--- src/rtl/oric_pkg.sv ---
package oric_pkg;
  // drum timing, in ns, and derived cycle counts at 100 MHz
  localparam int CLK_PERIOD_NS  = 10;
  localparam int SET_DELAY_NS   = 1200;
  localparam int RESET_DELAY_NS = 400;
  localparam int WINDOW_NS      = 5400;
  localparam int SET_DELAY_CYC  = (SET_DELAY_NS + CLK_PERIOD_NS - 1) / CLK_PERIOD_NS;
  localparam int RESET_DELAY_CYC = (RESET_DELAY_NS + CLK_PERIOD_NS - 1) / CLK_PERIOD_NS;
  localparam int WINDOW_CYC     = WINDOW_NS / CLK_PERIOD_NS;
  localparam int CNT_W          = 10;

  // section address codes
  localparam logic [2:0] SEC_GG = 3'h2;
  localparam logic [2:0] SEC_TP = 3'h3;
  localparam logic [2:0] SEC_GA = 3'h5;

  // highest legal register address per section
  localparam logic [4:0] REG_MAX_GG = 5'h18;
  localparam logic [4:0] REG_MAX_GA = 5'h0b;

  // channel index within the write generator
  localparam int CH_GGA = 0;
  localparam int CH_GGB = 1;
  localparam int CH_GAA = 2;
  localparam int CH_GAB = 3;
  localparam int CH_TP  = 4;
  localparam int NUM_CH = 5;

  // register map, word addresses are byte offsets
  localparam logic [7:0] ADR_STATUS = 8'h00;
  localparam logic [7:0] ADR_CLEAR  = 8'h04;
  localparam logic [7:0] ADR_ENABLE = 8'h08;
  localparam logic [7:0] ADR_CTRL   = 8'h0c;
  localparam logic [7:0] ADR_COUNT  = 8'h10;
  localparam int EV_W = 4;
  localparam int EV_ACCEPT = 0;
  localparam int EV_MISSED = 1;
  localparam int EV_NOCMP  = 2;
  localparam int EV_ADRERR = 3;

  typedef enum logic [3:0] {
    ST_IDLE  = 4'b0001,
    ST_SETW  = 4'b0010,
    ST_HOLD  = 4'b0100,
    ST_TAIL  = 4'b1000
  } oric_state_t;
endpackage : oric_pkg

--- src/rtl/oric_sync.sv ---
`timescale 1ns/1ns
`default_nettype none
// two-flop synchroniser for pin levels and drum pulses
module oric_sync #(
  parameter int W = 1
) (
  input  wire logic         mclk,
  input  wire logic         rst,
  input  wire logic [W-1:0] din,
  output logic      [W-1:0] dout
);
  logic [W-1:0] meta_reg;

  always_ff @(posedge mclk) begin
    if (rst) begin
      meta_reg <= '0;
      dout     <= '0;
    end else begin
      meta_reg <= din;
      dout     <= meta_reg;
    end
  end
endmodule : oric_sync
`default_nettype wire

--- src/rtl/oric_read_in.sv ---
`timescale 1ns/1ns
`default_nettype none
// Contract
// - all read-in actions of one word finish within 5.4 us from phase 2
// - right-half word, parity and register address ready at the drivers by phase 2
// - accept only on search time, burst compare, good parity, no address error
// - readout time with all else good flags missed word, alarm, erase
// - error-free word with burst mismatch gets a no-compare pulse, kept on drum
// - compare with parity, address or missed error: no no-compare, no transfer
// - at phase 2, inhibit pulses block every channel but the selected one
// - set level 1.2 us after inhibit gates data into the uninhibited channel
// - reset level at phase 4 plus 0.4 us ends read-in of the selected section
// - three per-section parts plus one common part
// - section-2 select means ground-to-ground; its compare is that burst match
// - search allows fill; not-search means readout, no array written
// - phase-A enables read-in to array B, phase-B to array A
// - select, search, compare with phase-B give an array-A reset pulse
// - only section codes 2, 3, 5 legal; others are address errors
// - one shift pulse to the completed-message shifter per accepted ground word
module oric_read_in (
  input  wire logic        mclk,
  input  wire logic        rst,
  // drum side
  input  wire logic        drumPhase1,
  input  wire logic        drumPhase2,
  input  wire logic        drumPhase4,
  input  wire logic [2:0]  sectionAddr,
  input  wire logic [4:0]  registerAddr,
  input  wire logic [17:0] rightHalfWord,
  input  wire logic        parityGood,
  input  wire logic [2:0]  compareLvl,
  input  wire logic [2:0]  searchLvl,
  input  wire logic [2:0]  shiftPhaseA,
  input  wire logic [2:0]  shiftPhaseB,
  // storage side
  output logic [4:0]  inhibitOut,
  output logic        setLevel,
  output logic [17:0] storageDataDriver,
  output logic        storageParity,
  output logic [4:0]  storageRegAddr,
  output logic [4:0]  writeCurrentDriverReset,
  output logic        ggArrayAReset,
  output logic        ggArrayBReset,
  output logic        completedMessageShift,
  output logic        noComparePulse,
  output logic        missedWordAlarm,
  output logic        addressErrorPulse,
  // wishbone
  input  wire logic        wb_cyc_i,
  input  wire logic        wb_stb_i,
  input  wire logic        wb_we_i,
  input  wire logic [7:0]  wb_adr_i,
  input  wire logic [3:0]  wb_sel_i,
  input  wire logic [31:0] wb_dat_i,
  output logic [31:0] wb_dat_o,
  output logic        wb_ack_o,
  output logic        irq
);
  localparam int DIN_W = 3 + 5 + 18 + 1 + 3 + 3 + 3 + 3;

  // index 0 = ground-to-ground, 1 = teleprinter, 2 = ground-to-air
  function automatic logic [2:0] sec_select(input logic [2:0] code);
    sec_select = {code == oric_pkg::SEC_GA, code == oric_pkg::SEC_TP,
                  code == oric_pkg::SEC_GG};
  endfunction : sec_select

  logic [DIN_W-1:0] dinRaw;
  logic [DIN_W-1:0] dinSync;
  logic [2:0]       pulseSync;
  logic [2:0]       pulseDly;
  logic [2:0]       secS;
  logic [4:0]       regS;
  logic [17:0]      rhwS;
  logic             parS;
  logic [2:0]       cmpS;
  logic [2:0]       srchS;
  logic [2:0]       phAS;
  logic [2:0]       phBS;
  logic             ph2Edge;
  logic             ph4Edge;

  assign dinRaw = {sectionAddr, registerAddr, rightHalfWord, parityGood,
                   compareLvl, searchLvl, shiftPhaseA, shiftPhaseB};

  // drum pulses and word fields cross with two flops each
  oric_sync #(.W(DIN_W)) u_sync_data (
    .mclk (mclk),
    .rst  (rst),
    .din  (dinRaw),
    .dout (dinSync)
  );
  oric_sync #(.W(3)) u_sync_pulse (
    .mclk (mclk),
    .rst  (rst),
    .din  ({drumPhase4, drumPhase2, drumPhase1}),
    .dout (pulseSync)
  );

  assign {secS, regS, rhwS, parS, cmpS, srchS, phAS, phBS} = dinSync;

  always_ff @(posedge mclk) begin
    if (rst) pulseDly <= '0;
    else     pulseDly <= pulseSync;
  end
  assign ph2Edge = pulseSync[1] & ~pulseDly[1];
  assign ph4Edge = pulseSync[2] & ~pulseDly[2];

  // section parts: one per message class, decision combinational from levels
  logic [2:0] sel;
  logic       secErr;
  logic       regErr;
  logic       addrErr;
  logic [2:0] selSearchCmp;
  logic [2:0] selMissed;
  logic [4:0] chanAccept;
  logic       anyMissed;
  logic       selCmp;
  logic       noCmpCond;

  assign sel    = sec_select(secS);
  assign secErr = ~|sel;
  assign regErr = ((sel[0] | sel[1]) && regS > oric_pkg::REG_MAX_GG) ||
                  (sel[2] && regS > oric_pkg::REG_MAX_GA);
  assign addrErr = secErr | regErr;

  genvar gi;
  generate
    for (gi = 0; gi < 3; gi++) begin : g_sec
      assign selSearchCmp[gi] = sel[gi] & cmpS[gi] & srchS[gi];
      assign selMissed[gi]    = sel[gi] & cmpS[gi] & ~srchS[gi];
    end
  endgenerate

  // common part: only a clean word opens a channel
  logic clean;
  assign clean = parS & ~addrErr;
  // phase-A names array A as being read out, so fill goes to B
  assign chanAccept[oric_pkg::CH_GGA] = clean & selSearchCmp[0] & phBS[0];
  assign chanAccept[oric_pkg::CH_GGB] = clean & selSearchCmp[0] & phAS[0] & ~phBS[0];
  assign chanAccept[oric_pkg::CH_GAA] = clean & selSearchCmp[2] & phBS[2];
  assign chanAccept[oric_pkg::CH_GAB] = clean & selSearchCmp[2] & phAS[2] & ~phBS[2];
  assign chanAccept[oric_pkg::CH_TP]  = clean & selSearchCmp[1];
  assign anyMissed = clean & |selMissed;
  assign selCmp    = |(sel & cmpS);
  assign noCmpCond = parS & ~addrErr & |sel & ~selCmp;

  // read-in window sequencer
  oric_pkg::oric_state_t state_reg;
  logic [oric_pkg::CNT_W-1:0] cnt_reg;
  logic [4:0] chan_reg;
  logic       missed_reg;
  logic       enable_ctl_reg;

  always_ff @(posedge mclk) begin
    if (rst) begin
      state_reg  <= oric_pkg::ST_IDLE;
      cnt_reg    <= '0;
      chan_reg   <= '0;
      missed_reg <= 1'b0;
    end else begin
      unique case (state_reg)
        oric_pkg::ST_IDLE: begin
          if (ph2Edge && enable_ctl_reg) begin
            // latch the decision once so at most one channel opens
            chan_reg   <= chanAccept;
            missed_reg <= anyMissed;
            cnt_reg    <= oric_pkg::CNT_W'(oric_pkg::SET_DELAY_CYC - 1);
            state_reg  <= oric_pkg::ST_SETW;
          end
        end
        oric_pkg::ST_SETW: begin
          if (cnt_reg == '0) state_reg <= oric_pkg::ST_HOLD;
          else cnt_reg <= cnt_reg - 1'b1;
        end
        oric_pkg::ST_HOLD: begin
          if (ph4Edge) begin
            cnt_reg   <= oric_pkg::CNT_W'(oric_pkg::RESET_DELAY_CYC - 1);
            state_reg <= oric_pkg::ST_TAIL;
          end
        end
        oric_pkg::ST_TAIL: begin
          if (cnt_reg == '0) state_reg <= oric_pkg::ST_IDLE;
          else cnt_reg <= cnt_reg - 1'b1;
        end
      endcase
    end
  end

  logic tailDone;
  assign tailDone = (state_reg == oric_pkg::ST_TAIL) && (cnt_reg == '0);

  // inhibit pulses, data drivers and set level
  always_ff @(posedge mclk) begin
    if (rst) begin
      inhibitOut        <= '0;
      setLevel          <= 1'b0;
      storageDataDriver <= '0;
      storageParity     <= 1'b0;
      storageRegAddr    <= '0;
    end else begin
      inhibitOut <= (ph2Edge && enable_ctl_reg &&
                     state_reg == oric_pkg::ST_IDLE) ? ~chanAccept : '0;
      if (pulseSync[1]) begin
        storageDataDriver <= rhwS;
        storageParity     <= parS;
        storageRegAddr    <= regS;
      end
      if (state_reg == oric_pkg::ST_SETW && cnt_reg == '0 && |chan_reg) setLevel <= 1'b1;
      else if (ph4Edge) setLevel <= 1'b0;
    end
  end

  // phase-2 decision pulses, plus end-of-window write-current reset and missed-word alarm
  always_ff @(posedge mclk) begin
    if (rst) begin
      writeCurrentDriverReset <= '0;
      ggArrayAReset           <= 1'b0;
      ggArrayBReset           <= 1'b0;
      completedMessageShift   <= 1'b0;
      noComparePulse          <= 1'b0;
      missedWordAlarm         <= 1'b0;
      addressErrorPulse       <= 1'b0;
    end else begin
      writeCurrentDriverReset <= tailDone ? chan_reg : '0;
      ggArrayAReset <= ph2Edge && state_reg == oric_pkg::ST_IDLE && enable_ctl_reg &&
                       chanAccept[oric_pkg::CH_GGA];
      ggArrayBReset <= ph2Edge && state_reg == oric_pkg::ST_IDLE && enable_ctl_reg &&
                       chanAccept[oric_pkg::CH_GGB];
      completedMessageShift <= ph2Edge && state_reg == oric_pkg::ST_IDLE && enable_ctl_reg &&
                               (chanAccept[oric_pkg::CH_GGA] | chanAccept[oric_pkg::CH_GGB]);
      noComparePulse    <= ph2Edge && state_reg == oric_pkg::ST_IDLE && enable_ctl_reg &&
                           noCmpCond;
      missedWordAlarm   <= tailDone && missed_reg;
      addressErrorPulse <= ph2Edge && state_reg == oric_pkg::ST_IDLE && enable_ctl_reg &&
                           addrErr;
    end
  end

  // wishbone slave, one wait state, ack drops after one cycle
  logic [oric_pkg::EV_W-1:0] status_reg;
  logic [oric_pkg::EV_W-1:0] irqEn_reg;
  logic [15:0]               accCount_reg;
  logic [oric_pkg::EV_W-1:0] evSet;
  logic                      wbHit;
  logic                      wbWr;

  assign wbHit = wb_cyc_i & wb_stb_i & ~wb_ack_o;
  assign wbWr  = wbHit & wb_we_i & wb_sel_i[0];
  assign evSet = {addressErrorPulse, noComparePulse, missedWordAlarm,
                  completedMessageShift | (|writeCurrentDriverReset)};

  always_ff @(posedge mclk) begin
    if (rst) begin
      wb_ack_o <= 1'b0;
      wb_dat_o <= '0;
    end else begin
      wb_ack_o <= wbHit;
      if (wbHit && !wb_we_i) begin
        case (wb_adr_i)
          oric_pkg::ADR_STATUS: wb_dat_o <= {28'h0, status_reg};
          oric_pkg::ADR_ENABLE: wb_dat_o <= {28'h0, irqEn_reg};
          oric_pkg::ADR_CTRL:   wb_dat_o <= {31'h0, enable_ctl_reg};
          oric_pkg::ADR_COUNT:  wb_dat_o <= {16'h0, accCount_reg};
          default:              wb_dat_o <= '0;
        endcase
      end
    end
  end

  // set wins over a same-cycle clear
  always_ff @(posedge mclk) begin
    if (rst) status_reg <= '0;
    else if (wbWr && wb_adr_i == oric_pkg::ADR_CLEAR)
      status_reg <= (status_reg & ~wb_dat_i[oric_pkg::EV_W-1:0]) | evSet;
    else status_reg <= status_reg | evSet;
  end

  always_ff @(posedge mclk) begin
    if (rst) begin
      irqEn_reg      <= '0;
      enable_ctl_reg <= 1'b1;
    end else if (wbWr) begin
      if (wb_adr_i == oric_pkg::ADR_ENABLE) irqEn_reg <= wb_dat_i[oric_pkg::EV_W-1:0];
      if (wb_adr_i == oric_pkg::ADR_CTRL) enable_ctl_reg <= wb_dat_i[0];
    end
  end

  // one reset pulse per accepted word, so every section is counted once
  always_ff @(posedge mclk) begin
    if (rst) accCount_reg <= '0;
    else if (|writeCurrentDriverReset)
      accCount_reg <= accCount_reg + 16'h1;
  end

  always_ff @(posedge mclk) begin
    if (rst) irq <= 1'b0;
    else     irq <= |(status_reg & irqEn_reg);
  end

  // at most one channel left uninhibited
  a_one_channel: assert property (@(posedge mclk) disable iff (rst)
    $onehot0(chan_reg)) else $error("more than one channel accepted");
  a_set_delay: assert property (@(posedge mclk) disable iff (rst)
    $rose(setLevel) |-> $past(state_reg == oric_pkg::ST_SETW))
    else $error("set level outside set wait");
  a_inhibit_sel: assert property (@(posedge mclk) disable iff (rst)
    |inhibitOut |=> ##[119:121] (setLevel || chan_reg == '0))
    else $error("set level not 1.2 us after inhibit");
  a_reset_tail: assert property (@(posedge mclk) disable iff (rst)
    ph4Edge && state_reg == oric_pkg::ST_HOLD |-> ##41 (state_reg == oric_pkg::ST_IDLE))
    else $error("reset level not at phase 4 plus 0.4 us");
  a_nocmp_block: assert property (@(posedge mclk) disable iff (rst)
    noComparePulse |-> $past(~addrErr & parS)) else $error("no-compare on bad word");
  a_missed_no_write: assert property (@(posedge mclk) disable iff (rst)
    missedWordAlarm |-> $past(chan_reg == '0)) else $error("missed word was written");
  a_shift_accept: assert property (@(posedge mclk) disable iff (rst)
    completedMessageShift |-> $past(sel[0] & cmpS[0] & srchS[0] & parS))
    else $error("shift pulse without accepted ground word");
  a_section_legal: assert property (@(posedge mclk) disable iff (rst)
    addressErrorPulse |-> chan_reg == '0)
    else $error("illegal address accepted");
endmodule : oric_read_in
`default_nettype wire

--- config.mk ---
export PLATFORM = sky130hd
export DESIGN_NAME = oric_read_in
export DESIGN_NICKNAME = d
export VERILOG_FILES = /design/src/rtl/oric_pkg.sv /design/src/rtl/oric_sync.sv /design/src/rtl/oric_read_in.sv
export SDC_FILE = /design/constraint.sdc
export NUM_CORES = 1
export LEC_CHECK = 0
export BUFFER_PORTS_ARGS = -buffer_cell sky130_fd_sc_hd__buf_2
export CAP_MARGIN = 20
export CORE_UTILIZATION = 53
export DETAILED_ROUTE_END_ITERATION = 8
export GPL_TIMING_DRIVEN = 0
export HOLD_SLACK_MARGIN = 0.05
export PLACE_DENSITY = 0.79
export SETUP_SLACK_MARGIN = 0.2
export SKIP_CTS_REPAIR_TIMING = 1
export SYNTH_ARGS = -nofsm -noshare
export SYNTH_HDL_FRONTEND = slang
export SYNTH_SLANG_ARGS = --single-unit
--- constraint.sdc ---
create_clock -name mclk -period 2.6 [get_ports mclk]
set_input_delay 0.26 -clock mclk [delete_from_list [all_inputs] [get_ports mclk]]
set_output_delay 0.26 -clock mclk [all_outputs]
set_load 0.01 [all_outputs]
# Yosys cells after proc, flatten, opt, wreduce, memory -nomap -nowiden

Cells that the tools add are included.

Flip-flop bits (word level): 207
Bits of input ports: 91
Output and inout port bits: 75
Logic and storage cells: 149

Add/sub/neg operators: 2
Order comparisons: 2
Equality and inequality tests: 16
Muxes and demuxes: 13
Bitwise gates (word level): 51
Reductions and logical operators: 37

Operators by type and width:

| cell                  | count |
|---|---|
| $pmux 16 s4           | 1 |
| $mux 10               | 3 |
| $pmux 10 s3           | 1 |
| $and 1x1->1           | 28 |
| $mux 4                | 5 |
| $logic_and 1x1->1     | 17 |
| $add 16x1->16 const B | 1 |
| $eq 8x4->1 const B    | 2 |
| $pmux 4 s4            | 1 |
| $not 1->1             | 12 |
| $logic_not 10->1      | 1 |
| $ne 2x2->1 const B    | 5 |
| $reduce_or 5->1       | 2 |
| $sub 10x1->10 const B | 1 |
| $reduce_or 3->1       | 3 |
| $and 4x4->4           | 2 |
| $eq 8x3->1 const B    | 1 |
| $eq 8x5->1 const B    | 1 |
| $logic_not 8->1       | 1 |
| $or 4x4->4            | 2 |
| $eq 3x2->1 const B    | 2 |
| $reduce_and 2->1      | 3 |
| $reduce_or 2->1       | 3 |
| $gt 5x4->1 const B    | 1 |
| other kinds (17)      | 22 |

# Logic depth before layout (Yosys ltp)

Depth after elaboration: 12
Depth in mapped cells: 7
Gate-level depth less buffers: 6

# By module

Synthesis repeated with hierarchy kept, for this count alone.

Cells, all modules: 681
Area total of the unflattened synthesis: 6869.1 um^2

Modules (own cells, without submodules):

| module                   | times used | cells an instance | area an instance (um^2) | seq. area each (um^2) |
|---|---|---|---|---|
| oric_read_in             | 1          | 505               | 4606.9                  | 2122.0 |
| oric_sync (u_sync_data)  | 1          | 164               | 2104.5                  | 1561.5 |
| oric_sync (u_sync_pulse) | 1          | 12                | 157.7                   | 120.1 |

# Least setup slack after synthesis

Ideal clock, no wire load.

Kind: reg2reg
Start: register cnt_reg[0] in the netlist's numbering
End: register cnt_reg[8] in the netlist's numbering
Setup time: 0.070 ns
Arrival time: 1.906 ns
Required time: 2.530 ns
Path slack: 0.624 ns
Cell stages (with the launch flop): 7
Path buffers: 0
Clock period less this slack: 1.976 ns
Cells stage by stage: dfxtp_1 > inv_1 > ha_1 > or4b_4 > or3_1 > or4_1 > a21oi_1

Cells in the longest elaborated chain, start to end: 3
Elaborated cells between the ends (all ways): 6
Classes of those cells: add/sub: 1; eq/ne: 1; mux: 2; reduce/logical: 2

RTL lines:

| element                                           | line                | source |
|---|---|---|
| from (decl)                                       | oric_read_in.sv:149 | `logic [oric_pkg::CNT_W-1:0] cnt_reg;` |
| from (signal assigned)                            | oric_read_in.sv:167 | `cnt_reg <= oric_pkg::CNT_W'(oric_pkg::SET_DELAY_CYC - 1);` |
| from (signal assigned)                            | oric_read_in.sv:173 | `else cnt_reg <= cnt_reg - 1'b1;` |
| from (signal assigned)                            | oric_read_in.sv:177 | `cnt_reg <= oric_pkg::CNT_W'(oric_pkg::RESET_DELAY_CYC - 1);` |
| $sub 10x1->10 or $logic_not 10->1 (tied branches) | --                  |  |
| $mux 10 or $ne 2x2->1 (tied branches)             | --                  |  |
| $pmux 10 s3 or $reduce_and 3->1 (tied branches)   | --                  |  |

Parallel ways exist; a longest one is shown, timed or not. The select of a mux whose other input is x is not followed.
A chain may end at the register's enable or synchronous reset.

# Final worst setup path

Start: register cnt_reg[0] in the netlist's numbering
End: register state_reg[3]

Cells in the longest elaborated chain, start to end: 3
Elaborated cells between the ends (all ways): 4
Classes of those cells: eq/ne: 2; reduce/logical: 2

RTL lines:

| element                        | line                                     | source |
|---|---|---|
| $logic_not 10->1 (*)           | oric_read_in.sv:172, oric_read_in.sv:182 |  |
| $ne 2x2->1 (no line)           | --                                       |  |
| $reduce_and 4->1 (no line) (*) | --                                       |  |
| to (signal assigned)           | oric_read_in.sv:172                      | `if (cnt_reg == '0) state_reg <= oric_pkg::ST_HOLD;` |
| to (signal assigned)           | oric_read_in.sv:178                      | `state_reg <= oric_pkg::ST_TAIL;` |
| to (signal assigned)           | oric_read_in.sv:182                      | `if (cnt_reg == '0) state_reg <= oric_pkg::ST_IDLE;` |
| to (decl)                      | oric_read_in.sv:148                      | `oric_pkg::oric_state_t state_reg;` |

Mark *: on every way between the ends. The rest lies on a longest branch, timed or not.

==> results.py <==
metrics = {
    "drt": {
        "route.detailed.drc": 0,
        "via_count": 5441,
        "vias_per_cell": 5.387,
        "drt_iter0_drc": 328,
        "first_pass_iters": 5,
        "routedWlPerCell_um": 15.35,
        "ant_nets": 0,
        "wirelength_mm": 15.50,
    },
    "floorplanning": {
        "io_pins": 166,
        "coreArea_um2": 12210,
        "fp.dieH_um": 114.9,
        "dieArea_um2": 13190,
        "std_cell_rows": 40,
        "fp.dieW_um": 114.9,
        "start_util_pct": 55.28,
    },
    "cts": {
        "cts_sinks": 184,
        "clk_pin_slew_ns": 0.06,
        "clockBufferDepth": 2,
        "cts_tree": "done",
        "numCtsBuffers": 17,
        "clk_latency_ns": 0.42,
        "cts_max_level": 4,
        "cts_root_buf": "clkbuf_16",
    },
    "power_and_ir_drop": {
        "switchingPower_mw": 1.439,
        "power_frac_seq_pct": 51.0,
        "ir_drop_mv": 0.5019,
        "p_sw_share_pct": 24.59,
        "cell_internal_pwr_mw": 4.412,
        "power_frac_clock_pct": 39.1,
        "cellPowerDensity_nw_per_um2": 716.7,
        "p_leak_nw": 3.357,
        "power_frac_comb_pct": 10.0,
    },
    "setup_path": {
        "start_kind": "flip-flop",
        "crit_path_max_fanout": 5,
        "slowest_stage": "o311ai_1",
        "arrival_ns": 2.59,
        "rr_worst_depth": 6,
        "cpPeakStageDelay_ns": 0.62,
        "path_buf_inv": 1,
        "reg2reg_slack_ns": 0.32,
        "worstSetupPathType": "flip-flop to flip-flop",
        "end_kind": "flip-flop",
        "cpLargestDelayFamily": "compound AO/OA/AOI/OAI gates",
        "critical_path_depth": 6,
        "crit_chain": "inv_1, ha_1, or4b_4, o311ai_1, a21boi_0, o21ba_2",
        "r2r-start": "cnt_reg[0]$_SDFFE_PP0P_",
        "r2r_end": "state_reg[3]$_SDFFE_PP0P_",
        "cp.required_ns": 2.92,
    },
    "synth": {
        "netlist_top_cells_count": "dfxtp_1 (184), nor2b_1 (90), nor2_1 (67)",
        "ys_ff_latch": 184,
        "async_reset_ff_share_pct": 0,
        "synth-seq-area-share_pct": 54.57,
        "synth_top_cell_area_share_pct": 54.57,
        "postSynthAreaPerCell_um2": 9.956,
        "synth_cells": 678,
        "yosys-top-cells-area": "dfxtp_1 (55%), nor2b_1 (8.3%), mux2i_1 (4.3%), nor2_1 (3.7%), o21ai_0 (2.2%)",
        "synth.most_common_cell": "dfxtp_1",
        "netlist_area_um2": 6750,
        "synth_flop_cell": "dfxtp_1",
        "synth_edf_count": 0,
        "synth_cell_types": 68,
        "yosysTopAreaCell": "dfxtp_1",
        "yosys_warnings": 0,
    },
    "sta": {
        "setup_viol": 0,
        "max_slew_margin_pct": 47.69,
        "grt_setup_unrepaired": "no",
        "max_freq_ghz": 0.4396,
        "report.final.hold_viol_count": 0,
        "fin_skew_ns": 0.006271,
        "slew_violations": 0,
        "min_period_ns": 2.275,
        "period_share_pct": 87.50,
        "final.setup.tns_ns": 0,
        "worstMarginPinSlew_ns": 0.7847,
        "setup_ws_ns": 0.3249,
    },
    "grt": {
        "grt_pass1_wl_mm": 24.18,
        "grt_pass1_vias": 5172,
        "grt_util_all_layers_pct": 23.71,
        "grt_antenna_before_repair": 0,
        "grt_max_degree": 17,
        "grt-ovfl-total": 0,
    },
    "worst_hold_path": {
        "holdCritStartpoint": "rightHalfWord[8]",
        "whs_endpoint": "u_sync_data.meta_reg[21]$_SDFF_PP0_",
        "holdPathStages": 2,
        "hp-class": "input port to flip-flop",
    },
    "placed_design": {
        "dp_hpwl_mm": 11.28,
        "dp_slack_ns": 0.2374,
        "gp_congestion": 0.9183,
        "port_buffers": 112,
    },
    "final_layout": {
        "diodes": 0,
        "syn2layout_area_growth_pct": 20.95,
        "fin_nets": 922,
        "drive_above_1_share_pct": 21.38,
    },
    "outcome": {
        "status": "complete, no violations",
    },
    "job": {
        "cap_violations": 0,
    },
}
==> cells by family after synthesis <==
group / count (synthesis) / synth area share (%)
AND/OR/NAND/NOR: 269 / 22.39
flip-flops: 184 / 54.57
AO/OA/AOI/OAI: 120 / 12.29
buffers and inverters: 63 / 4.690
multiplexers: 30 / 4.467
XOR/XNOR: 9 / 1.168
adder cells (fa/ha/maj): 2 / 0.3707
other: 1 / 0.05555
==> layout by cell type, fill, tap and decap left out, drive strengths merged, types with 6 or more instances in the layout <==
master	instances
clkbuf	49
or3	13
buf	136
nor2b	90
inv	12
a21oi	23
conb	16
nor3	8
nand2	27
clkinv	8
a32oi	12
o31ai	6
xor2	8
nand4	6
nor2	67
mux2i	29
or4	9
dfxtp	184
o21ai	29
nand3	11
and2	8
==> routing by layer <==
metal / GRT usage [%] / wire length, um
met5: 0 / 0
met4: 10.56 / 257
met3: 5.746 / 910
met2: 41.85 / 7870
met1: 27.22 / 6461
==> worst reg2reg max path, cell delays in order, from the launching register on <==
cell and delay [ns]:
dfxtp_1 0.32, inv_1 0.07, ha_1 0.23, or4b_4 0.51, o311ai_1 0.62, a21boi_0 0.18
o21ba_2 0.23
==> stage by stage <==
stage | power, mW | area, um^2 | hold WS [ns] | utilization, % | cells
floorplan | 3.432 | 6807 | 0.3882 | - | 693
global placement | 3.578 | 7577 | 0.4164 | 62.05 | 973
detailed placement | 3.600 | 7577 | 0.4218 | 62.05 | 973
CTS | 5.854 | 8103 | 0.02666 | 66.35 | 1005
global route | 6.069 | 8164 | 0.05402 | 66.85 | 1010
finish | 5.851 | 8164 | 0.03727 | 66.85 | 1010
==> how the worst max path moves through the flow <==
stage / startpoint / endpoint / slack (ns)
2_1_floorplan: cnt_reg[0]$_SDFFE_PP0P_ / cnt_reg[8]$_SDFFE_PP0P_ / 0.62
3_3_place_gp: cnt_reg[0]$_SDFFE_PP0P_ / missedWordAlarm$_SDFF_PP0_ / 0.29
3_5_place_dp: cnt_reg[0]$_SDFFE_PP0P_ / writeCurrentDriverReset[4]$_SDFF_PP0_ / 0.24
4_1_cts: cnt_reg[0]$_SDFFE_PP0P_ / writeCurrentDriverReset[4]$_SDFF_PP0_ / 0.20
5_1_grt: cnt_reg[0]$_SDFFE_PP0P_ / state_reg[3]$_SDFFE_PP0P_ / 0.20
6_report: cnt_reg[0]$_SDFFE_PP0P_ / state_reg[3]$_SDFFE_PP0P_ / 0.32
==> final cells by class <==
cell class                 instances  area, um^2
fill                            1008        4048
sequential                       184        3684
multi-input combinational        446        2818
timing repair buffer             117       610.6
clock buffer                      21       450.4
buffer                            52       275.3
tap                              168       210.2
clock inverter                    11       75.07
inverter                          11       41.29
==> power by group through the flow <==
stage | clock network, mW | registers, mW | logic (mW)
2_1_floorplan | 0 | 3.03 | 0.402
3_3_place_gp | 0 | 3.04 | 0.541
3_5_place_dp | 0 | 3.04 | 0.557
4_1_cts | 2.31 | 2.98 | 0.563
5_1_grt | 2.44 | 2.99 | 0.641
6_report | 2.29 | 2.98 | 0.583
(Power assumes the default switching activity.)
